[src/trw_pkg.sv]
// Purpose: Constants and types of the table read/write unit
// Assumes: Core issues one table or latch command at a time
// Notes:   Byte-wide register port, one interrupt output
`default_nettype none
package trw_pkg;
	// Register map, byte offsets
	localparam logic [3:0] REG_PTR_LO = 4'h0;
	localparam logic [3:0] REG_PTR_HI = 4'h1;
	localparam logic [3:0] REG_LAT_LO = 4'h2;
	localparam logic [3:0] REG_LAT_HI = 4'h3;
	localparam logic [3:0] REG_MODE   = 4'h4;
	localparam logic [3:0] REG_STATUS = 4'h5;
	localparam logic [3:0] REG_MASK   = 4'h6;
	localparam logic [3:0] REG_STATE  = 4'h7;
	// Mode fields
	localparam int MODE_EXT_EN  = 0;
	localparam int MODE_ALL_EXT = 1;
	localparam logic [1:0] MODE_RESET = 2'h0;
	// Status events
	localparam int EV_LW_END = 0;
	localparam int EV_ABORT  = 1;
	localparam int EV_XW_END = 2;
	localparam int EV_RD_END = 3;
	localparam int EV_NUM    = 4;
	// Interrupt source slots, lowest index wins
	localparam int SRC_PIN  = 0;
	localparam int SRC_TMR  = 1;
	localparam int SRC_TCK  = 2;
	localparam int SRC_PERI = 3;
	localparam logic [15:0] INT_WORDS_DEF = 16'h1000;
	typedef enum logic [1:0] {
		OP_LATCH_BYTE_WRITE = 2'h0,
		OP_TABLE_WRITE      = 2'h1,
		OP_LATCH_BYTE_READ  = 2'h2,
		OP_TABLE_READ       = 2'h3
	} trw_op_type;
	typedef struct packed {
		trw_op_type  op;
		logic        hi;
		logic        inc;
		logic [7:0]  data;
	} trw_cmd_type;
	typedef enum logic [2:0] {
		ST_IDLE = 3'h0,
		ST_XW1  = 3'h1,
		ST_XW2  = 3'h3,
		ST_LW   = 3'h2,
		ST_RD   = 3'h4
	} trw_state_type;
endpackage
`default_nettype wire

[src/trw_unit.sv]
// Purpose: Table read/write unit between data space and program memory
// Assumes: Memory read data valid in the cycle mem_re is high
// Notes:   Register port has no wait states
//
// Our own choices: the strobed register port and the register addresses.
`timescale 1ns/1ns
`default_nettype none
module trw_unit #(
	parameter logic [15:0] INT_WORDS = trw_pkg::INT_WORDS_DEF
) (
	// Clock and reset
	input  wire logic                 clk,
	input  wire logic                 arst_n,
	// Register port
	input  wire logic [3:0]           addr,
	input  wire logic [7:0]           wdata,
	input  wire logic                 wr,
	input  wire logic                 rd,
	output var  logic [7:0]           rdata,
	// Core command port
	input  wire logic                 cmd_valid,
	input  wire trw_pkg::trw_cmd_type cmd,
	output var  logic                 stall,
	output var  logic                 res_valid,
	output var  logic [7:0]           res_data,
	// Interrupt sources
	input  wire logic [3:0]           src_en,
	input  wire logic [3:0]           src_flag,
	input  wire logic                 global_vector_disable,
	output var  logic [2:0]           flag_clr,
	output var  logic                 periph_ack,
	output var  logic                 vector_req,
	// Program memory
	output var  logic [15:0]          mem_addr,
	output var  logic [15:0]          mem_wdata,
	input  wire logic [15:0]          mem_rdata,
	output var  logic                 mem_re,
	output var  logic                 mem_we,
	output var  logic                 prog_en,
	output var  logic                 mem_ext,
	// Interrupt output
	output var  logic                 irq
);
	trw_pkg::trw_state_type  state;
	logic [15:0]             program_word_pointer;
	logic [15:0]             program_word_latch;
	logic [15:0]             next_latch;
	logic [15:0]             rd_addr;
	logic [1:0]              mode;
	logic [3:0]              status;
	logic [3:0]              mask;
	logic [3:0]              events;
	logic [2:0]              fast;
	logic [2:0]              fast_top;
	logic                    term;
	logic                    peri;
	logic                    issue;
	logic                    is_tw;
	logic                    is_tr;
	logic                    tw_ext;
	logic                    rd_ext;
	logic                    abort;
	logic                    lw_end;
	logic                    xw_end;
	logic                    inc_now;

	// Pending sources and the winning fast one
	assign fast     = src_en[2:0] & src_flag[2:0];
	assign peri     = src_en[trw_pkg::SRC_PERI] & src_flag[trw_pkg::SRC_PERI];
	assign term     = (|fast) | peri;
	assign fast_top = {fast[2] & ~fast[1] & ~fast[0], fast[1] & ~fast[0], fast[0]};

	// Command decode
	assign issue  = cmd_valid & ~stall;
	assign is_tw  = issue & (cmd.op == trw_pkg::OP_TABLE_WRITE);
	assign is_tr  = issue & (cmd.op == trw_pkg::OP_TABLE_READ);
	assign rd_addr = cmd.inc ? program_word_pointer + 16'h0001 : program_word_pointer;
	// External only in extended or processor modes
	assign tw_ext = mode[trw_pkg::MODE_ALL_EXT] |
		(mode[trw_pkg::MODE_EXT_EN] & (program_word_pointer >= INT_WORDS));
	assign rd_ext = mode[trw_pkg::MODE_ALL_EXT] |
		(mode[trw_pkg::MODE_EXT_EN] & (rd_addr >= INT_WORDS));
	assign abort  = is_tw & ~tw_ext & term;
	assign lw_end = (state == trw_pkg::ST_LW) & term;
	assign xw_end = (state == trw_pkg::ST_XW2);
	assign inc_now = (is_tr | (is_tw & ~abort)) & cmd.inc;

	// Byte merged into the latch ahead of a write
	always_comb begin
		next_latch = program_word_latch;
		if (cmd.hi) begin
			next_latch[15:8] = cmd.data;
		end else begin
			next_latch[7:0] = cmd.data;
		end
	end

	// Word pointer; a software write beats the increment
	always_ff @(posedge clk or negedge arst_n) begin
		if (!arst_n) begin
			program_word_pointer <= 16'h0000;
		end else if (wr && addr == trw_pkg::REG_PTR_LO) begin
			program_word_pointer[7:0] <= wdata;
		end else if (wr && addr == trw_pkg::REG_PTR_HI) begin
			program_word_pointer[15:8] <= wdata;
		end else if (inc_now) begin
			program_word_pointer <= program_word_pointer + 16'h0001;
		end
	end

	// Word latch: byte loads, or reload after a table read
	always_ff @(posedge clk or negedge arst_n) begin
		if (!arst_n) begin
			program_word_latch <= 16'h0000;
		end else if (issue && (cmd.op == trw_pkg::OP_LATCH_BYTE_WRITE || is_tw)) begin
			program_word_latch <= next_latch;
		end else if (state == trw_pkg::ST_RD) begin
			program_word_latch <= mem_rdata;
		end
	end

	// Sequencer and memory strobes
	always_ff @(posedge clk or negedge arst_n) begin
		if (!arst_n) begin
			state     <= trw_pkg::ST_IDLE;
			stall     <= 1'b0;
			mem_addr  <= 16'h0000;
			mem_wdata <= 16'h0000;
			mem_re    <= 1'b0;
			mem_we    <= 1'b0;
			prog_en   <= 1'b0;
			mem_ext   <= 1'b0;
		end else begin
			mem_re <= 1'b0;
			mem_we <= 1'b0;
			case (state)
				trw_pkg::ST_IDLE: begin
					if (is_tw && !abort) begin
						mem_addr  <= program_word_pointer;
						mem_wdata <= next_latch;
						mem_ext   <= tw_ext;
						stall     <= 1'b1;
						if (tw_ext) begin
							state <= trw_pkg::ST_XW1;
						end else begin
							// Programming stays on until a source ends it
							prog_en <= 1'b1;
							state   <= trw_pkg::ST_LW;
						end
					end else if (is_tr) begin
						// Reload address is the pointer, stepped first when inc is set
						mem_addr <= rd_addr;
						mem_ext  <= rd_ext;
						mem_re   <= 1'b1;
						stall    <= 1'b1;
						state    <= trw_pkg::ST_RD;
					end
				end
				trw_pkg::ST_LW: begin
					if (term) begin
						prog_en <= 1'b0;
						stall   <= 1'b0;
						state   <= trw_pkg::ST_IDLE;
					end
				end
				trw_pkg::ST_XW1: begin
					// Interrupts are ignored until the second cycle ends
					mem_we <= 1'b1;
					state  <= trw_pkg::ST_XW2;
				end
				trw_pkg::ST_XW2: begin
					stall <= 1'b0;
					state <= trw_pkg::ST_IDLE;
				end
				trw_pkg::ST_RD: begin
					stall <= 1'b0;
					state <= trw_pkg::ST_IDLE;
				end
				default: begin
					prog_en <= 1'b0;
					stall   <= 1'b0;
					state   <= trw_pkg::ST_IDLE;
				end
			endcase
		end
	end

	// Flag clears, peripheral acknowledge and vectoring
	always_ff @(posedge clk or negedge arst_n) begin
		if (!arst_n) begin
			flag_clr   <= 3'h0;
			periph_ack <= 1'b0;
			vector_req <= 1'b0;
		end else begin
			// Peripheral flags are never cleared here
			flag_clr   <= (abort || lw_end || xw_end) ? fast_top : 3'h0;
			periph_ack <= xw_end & ~(|fast) & peri;
			vector_req <= lw_end & ~global_vector_disable;
		end
	end

	// Byte delivered by latch and table reads
	always_ff @(posedge clk or negedge arst_n) begin
		if (!arst_n) begin
			res_valid <= 1'b0;
			res_data  <= 8'h00;
		end else begin
			res_valid <= issue & (cmd.op == trw_pkg::OP_LATCH_BYTE_READ || is_tr);
			if (issue && (cmd.op == trw_pkg::OP_LATCH_BYTE_READ || is_tr)) begin
				// Old latch contents, so the first read is a dummy
				res_data <= cmd.hi ? program_word_latch[15:8] : program_word_latch[7:0];
			end
		end
	end

	// Events feeding the sticky status bits
	assign events[trw_pkg::EV_LW_END] = lw_end;
	assign events[trw_pkg::EV_ABORT]  = abort;
	assign events[trw_pkg::EV_XW_END] = xw_end;
	assign events[trw_pkg::EV_RD_END] = (state == trw_pkg::ST_RD);

	// Sticky status: a new event beats a same-cycle clear
	genvar gi;
	generate
		for (gi = 0; gi < trw_pkg::EV_NUM; gi++) begin : g_stat
			always_ff @(posedge clk or negedge arst_n) begin
				if (!arst_n) begin
					status[gi] <= 1'b0;
				end else if (events[gi]) begin
					status[gi] <= 1'b1;
				end else if (wr && addr == trw_pkg::REG_STATUS && wdata[gi]) begin
					status[gi] <= 1'b0;
				end
			end
		end
	endgenerate

	// Mode and mask registers
	always_ff @(posedge clk or negedge arst_n) begin
		if (!arst_n) begin
			mode <= trw_pkg::MODE_RESET;
			mask <= 4'h0;
		end else if (wr) begin
			if (addr == trw_pkg::REG_MODE) begin
				mode <= wdata[1:0];
			end
			if (addr == trw_pkg::REG_MASK) begin
				mask <= wdata[3:0];
			end
		end
	end

	// Level interrupt, one cycle behind the status
	always_ff @(posedge clk or negedge arst_n) begin
		if (!arst_n) begin
			irq <= 1'b0;
		end else begin
			irq <= |(status & mask);
		end
	end

	// Read data stands in the cycle after the strobe
	always_ff @(posedge clk or negedge arst_n) begin
		if (!arst_n) begin
			rdata <= 8'h00;
		end else if (rd) begin
			case (addr)
				trw_pkg::REG_PTR_LO: rdata <= program_word_pointer[7:0];
				trw_pkg::REG_PTR_HI: rdata <= program_word_pointer[15:8];
				trw_pkg::REG_LAT_LO: rdata <= program_word_latch[7:0];
				trw_pkg::REG_LAT_HI: rdata <= program_word_latch[15:8];
				trw_pkg::REG_MODE:   rdata <= {6'h00, mode};
				trw_pkg::REG_STATUS: rdata <= {4'h0, status};
				trw_pkg::REG_MASK:   rdata <= {4'h0, mask};
				trw_pkg::REG_STATE:  rdata <= {4'h0, prog_en, state};
				default:             rdata <= 8'h00;
			endcase
		end else begin
			rdata <= 8'h00;
		end
	end
endmodule
`default_nettype wire

[config.mk]
export PLATFORM = sky130hd
export DESIGN_NAME = trw_unit
export DESIGN_NICKNAME = d
export VERILOG_FILES = /design/src/trw_pkg.sv /design/src/trw_unit.sv
export SDC_FILE = /design/constraint.sdc
export NUM_CORES = 1
export LEC_CHECK = 0
export ABC_AREA = 1
export BUFFER_PORTS_ARGS = -buffer_cell sky130_fd_sc_hd__buf_4
export CORE_MARGIN = 2
export CORE_UTILIZATION = 55
export CTS_CLUSTER_DIAMETER = 120
export DETAILED_ROUTE_END_ITERATION = 12
export GPL_TIMING_DRIVEN = 0
export HOLD_SLACK_MARGIN = 0.1
export PLACE_DENSITY = 0.82
export SLEW_MARGIN = 20
export SYNTH_ARGS = -nofsm -noshare
export SYNTH_HDL_FRONTEND = slang
export SYNTH_SLANG_ARGS = --single-unit
[constraint.sdc]
create_clock -name clk -period 1.9 [get_ports clk]
set_clock_uncertainty 0.15 [all_clocks]
set_input_delay 0 -clock clk [delete_from_list [all_inputs] [get_ports clk]]
set_output_delay 0 -clock clk [all_outputs]
set_load 0.05 [all_outputs]
# Word level (Yosys, flattened, before mapping)
# Index checks and enable logic that the tools add are counted.
# word_totals
output_inout_bits,60
reg_bits,105
in_bits,54
word_cells,159
# op_classes
bitwise_logic,34
addsub,1
eq_ne,19
reduce_logical,38
mux,41
n_lt_le_gt_ge,2
# ops
op,n
16-bit 2-to-1 mux,6
8-bit case mux with 8 select lines,1
8-bit 2-to-1 mux,7
"16-bit by 13-bit greater-or-equal comparator with 1-bit output, second input constant",2
1-bit 2-to-1 mux,19
1-bit AND,18
"16-bit by 1-bit adder with 16-bit output, second input constant",1
"4-bit by 3-bit equality test with 1-bit output, second input constant",4
2-bit nonzero test,8
2-bit AND reduction,7
3-bit 2-to-1 mux,4
1-bit logical AND,10
1-bit inverter,10
3-bit case mux with 3 select lines,1
"4-bit by 2-bit equality test with 1-bit output, second input constant",2
"2-bit inequality test, second input constant",4
"3-bit by 2-bit equality test with 1-bit output, second input constant",2
1-bit case mux with 3 select lines,2
3-bit OR reduction,2
4-bit AND,1
"2-bit equality test, second input constant",2
"4-bit by 1-bit equality test with 1-bit output, second input constant",1
4-bit zero test,1
1-bit logical OR,4
13 further kinds,16

# Depth between registers and ports, before layout
# logic_depth
word_depth,13
depth_mapped,13

# Worst setup path after synthesis
# Ideal clock, no wire load.
# synth_path
path_type,reg-to-reg
startpoint,reg stall
endpoint,reg mem_addr[15]
synth_period_minus_slack_ns,1.972
stages_incl_launch_ff,12
path_slack_ns,-0.072
t_arrival_ns,1.698
setup_ns,0.124
n_path_buf,1
path_cell_list,dfrtp_1 > nor2_1 > nand2_1 > nor2_4 > nand3_2 > nand2_2 > nand2_2 > nand2_2 > inv_2 > buf_6 > o211ai_1 > nand2_1
# synth_via
elab_chain_cells,9
# synth_rtl
element,line_no,rtl
start: declaration,trw_unit.sv:23,"output var logic stall,"
start signal: assignment,trw_unit.sv:126,stall <= 1'b0;
start signal: assignment,trw_unit.sv:142,stall <= 1'b1;
start signal: assignment,trw_unit.sv:155,stall <= 1'b1;
1-bit inverter *,trw_unit.sv:74,assign issue = cmd_valid & ~stall;
1-bit AND *,trw_unit.sv:74,
1-bit AND,trw_unit.sv:75,assign is_tw = issue & (cmd.op == trw_pkg::OP_TABLE_WRITE);
1-bit AND (2 in a row),trw_unit.sv:83,assign abort = is_tw & ~tw_ext & term;
1-bit zero test,trw_unit.sv:138,if (is_tw && !abort) begin
1-bit logical AND,trw_unit.sv:138,
2-bit nonzero test (no line),-,
2-bit AND reduction (no line),-,
end signal: assignment,trw_unit.sv:139,mem_addr <= program_word_pointer;
end signal: assignment,trw_unit.sv:152,mem_addr <= rd_addr;
end: declaration,trw_unit.sv:34,"output var logic [15:0] mem_addr,"
# Every way passes the cells marked *; elsewhere a longest branch is shown, timed or not.
# A chain may end at the register's enable or synchronous reset.

# Worst setup path after layout
# layout_path
startpoint,reg stall
endpoint,reg program_word_pointer[9]
# layout_via
elab_chain_cells,11
# layout_rtl
element,line_no,rtl
1-bit inverter *,trw_unit.sv:74,
1-bit AND *,trw_unit.sv:74,
1-bit AND,trw_unit.sv:75,
1-bit AND (2 in a row),trw_unit.sv:83,
1-bit inverter,trw_unit.sv:86,assign inc_now = (is_tr | (is_tw & ~abort)) & cmd.inc;
1-bit AND,trw_unit.sv:86,
1-bit OR *,trw_unit.sv:86,
1-bit AND *,trw_unit.sv:86,
2-bit nonzero test (no line) *,-,
2-bit AND reduction (no line) *,-,
end signal: assignment,trw_unit.sv:105,program_word_pointer[15:8] <= wdata;
end signal: assignment,trw_unit.sv:107,program_word_pointer <= program_word_pointer + 16'h0001;
end: declaration,trw_unit.sv:45,logic [15:0] program_word_pointer;
# Marked as above.

==> flow_summary.ini <==
[run_status]
status = finished, violations left
failed_checks = setup timing

[routing]
detailedRoute.firstPassIterationCount = 6
ant_nets = 0
drc = 0
via_count = 5846
wl_per_cell_um = 17.43
viasPerCell = 5.627
drt_wl_total_um = 18110
drt_iter0_markers = 413

[critical_path]
reg2reg_slack_ns = -0.03
crit_arrival_ns = 2.09
critPathRequiredTime_ns = 2.06
crit_type = register to register
worst_setup_path_end_kind = register
timing.rr.end = program_word_pointer[9]
ff2ff_path_depth = 10
endpoint = program_word_pointer[9]
cp_max_fo = 7
startpoint_type = register
regToRegStartpoint = stall
cp-startpoint = stall

[sta]
finalHoldViolations = 0
setup_ws_ns = -0.03076
drv_slew = 0
tightest_slew_ns = 0.9594
slew_headroom = 0.3604
tns_ns = -0.1460
finalSetupViolCount = 10
fin_crit_sh = 1.016
post-route-min-period_ns = 1.931
rsz0062_at_grt = yes
fmax_ghz = 0.5179

[final_layout]
stdcell_count = 1039
drive_gt1_frac = 0.2826
area_delta_synth_final_pct = 43.41
nets = 957
fillCellCount = 645
antenna_cells = 0

[logic_synthesis]
synth-seq-cells = 105
synthXorXnorAreaFrac = 0.01608
seq_area_frac_synth = 0.4825
syn-instance-count = 691
synth_mux_area_frac = 0
synth_top_family_by_area = compound AO/OA/AOI/OAI gates
synth-compound-area-share = 0.2199
synth_area_per_cell_um2 = 7.880
syn_nets = 747
ys_warn_count = 0
syn_area_mm2 = 0.005445
synthAdderAreaFrac = 0.004596
yosysUniqueCellTypes = 35
yosys.area_share.simple = 0.1960

[placement]
dp.cells = 936
gp_congestion = 0.9289
dp_hpwl_um = 12060
port_buffers = 112

[job]
maxCapViolCount = 0

[clock_tree]
cts_tree = yes
clock_latency_ns = 0.38
h-tree-depth = 3
cts_buffer_depth = 2
clkSlewWorstSetupHoldPaths_ns = 0.10
cts.sinks = 105
root_buffer = clkbuf_8
numCtsBuffers = 9

[global_routing]
grt_pass1_wl_um = 28480
antenna_found_initial = 0
grt_max_degree = 106
grt_usage = 0.3309
grt_pass1_vias = 5781
grt-ovfl-total = 0

[hold_path]
holdCritPathClass = input pin to async pin

[die]
die_h_um = 103.5
die_area_mm2 = 0.01071
coreArea_mm2 = 0.009684
dieWidth_um = 103.5
initial_core_util = 0.5623
num_rows = 36
io_pins = 114

[power]
p_per_area_mw_per_mm2 = 1391
leakage_uw = 0.003713
vdd_drop_max_uv = 1085
## cell families (layout without fill, tap and decap cells)
family	Yosys count	after routing
and+or+nand+nor	257	257
AOI/OAI and AO/OA	211	211
buffers and inverters	106	321
DFF	105	105
xor gates and xnor gates	10	10
adders and majority gates	2	2
## stage by stage
step	power [uW]	hold WS, ns	setup slack [ns]	utilization	cell area, um^2
2_1_floorplan	7125	-0.4456	0.01650	-	5446
3_3_place_gp	8670	0.001501	-0.2626	0.6664	6454
3_5_place_dp	8761	0.004742	-0.2697	0.6668	6457
4_1_cts	10420	0.1145	-0.03108	0.7698	7455
5_1_grt	11420	0.2035	-0.1093	0.8063	7809
6_report	10860	0.1360	-0.03076	0.8063	7809
## Yosys cell counts
cell type / count / area share
nor2_2: 4 / 0.0046
nor2_1: 58 / 0.040
a21oi_2: 1 / 0.0016
a21oi_1: 60 / 0.055
a21oi_4: 2 / 0.0060
clkbuf_1: 15 / 0.010
o21a_1: 10 / 0.014
o22ai_1: 13 / 0.015
buf_2: 6 / 0.0055
nor3b_1: 1 / 0.0014
o21bai_1: 1 / 0.0014
a211oi_1: 1 / 0.0014
nand2_2: 5 / 0.0057
nor2_4: 3 / 0.0062
xor2_1: 10 / 0.016
nand3_1: 14 / 0.013
o211ai_1: 4 / 0.0055
buf_4: 3 / 0.0041
inv_1: 72 / 0.050
dfrtp_1: 105 / 0.48
buf_6: 3 / 0.0062
nor3_1: 8 / 0.0074
inv_2: 6 / 0.0041
ha_1: 2 / 0.0046
nand2_4: 1 / 0.0021
o2111ai_1: 2 / 0.0032
nand3_2: 1 / 0.0018
o21ai_0: 77 / 0.071
a2111oi_0: 1 / 0.0016
a221oi_1: 7 / 0.011
nand2_1: 157 / 0.11
a31oi_1: 17 / 0.020
clkbuf_2: 1 / 0.00092
o21ai_1: 15 / 0.014
nand4_1: 5 / 0.0057
## how the worst min path moves through the flow
stage	to	slack [ns]
6_report	mem_addr[13]	0.14
5_1_grt	mem_wdata[13]	0.20
4_1_cts	mem_wdata[9]	0.11
3_5_place_dp	vector_req	0.005
3_3_place_gp	vector_req	0.002
2_1_floorplan	flag_clr[0]	-0.45
## flip-flops by register name, indices dropped and copies added (netlist names)
name,count
mem_we,1
mem_re,1
stall,1
program_word_pointer,16
prog_en,1
vector_req,1
mem_wdata,16
irq,1
res_data,8
flag_clr,3
mode,2
program_word_latch,16
periph_ack,1
status,4
mem_addr,16
mem_ext,1
rdata,8
res_valid,1
mask,4
state,3
## cells in the final DEF (no fill, tap or decap), types with 11 or more instances in the layout
master	n
nand2_1	143
buf_4	133
dfrtp_1	96
o21ai_0	72
inv_1	67
dlygate4sd3_1	61
a21oi_1	56
nor2_1	49
a31oi_1	17
o21ai_1	14
o22ai_1	13
nand2_2	12
buf_6	11
clkbuf_8	11
## report_power, final
part / switching (uW) / internal [uW] / leakage [uW]
Combinational: 3870 / 1910 / 0.00237
Clock: 774 / 547 / 0.0000846
Sequential: 653 / 3110 / 0.00126
Total: 5300 / 5560 / 0.00371
## timing repair
item / CTS / global route
buffers inserted: 13 / 11
cloned: 1 / 3
hold buffers: 62 / 0
pin swaps: 4 / 17
hold endpoints to repair: 193 / 0
setup endpoints to repair: 71 / 74
resized for setup: 22 / 99
## critical path: stages (launching register included)
cell     delay [ns]
dfrtp_2        0.44
nor2_4         0.12
nand2_4        0.08
nor2_4         0.16
nand2_4        0.11
nand2_8        0.13
nand2_8        0.07
a21oi_4        0.28
buf_6          0.19
nand2_2        0.05
o21ai_1        0.07
## layout make-up
class	instances	area, um^2	share of cell area
tap	133	166.4	0.02131
clock inverter	4	27.53	0.003525
sequential	105	2639	0.3379
buffer	26	162.7	0.02083
multi-input combinational	480	2673	0.3423
timing repair buffer	201	1688	0.2162
clock buffer	12	155.1	0.01987
inverter	78	297.8	0.03813
## per-layer routing
| metal | track usage | share of wire |
|---|---|---|
| met3 | 0.06042 | 0.076 |
| met4 | 0.1458 | 0.033 |
| met1 | 0.4024 | 0.38 |
| met5 | 0 | 0 |
| met2 | 0.5771 | 0.51 |
Power figures use the tool's default switching activity.
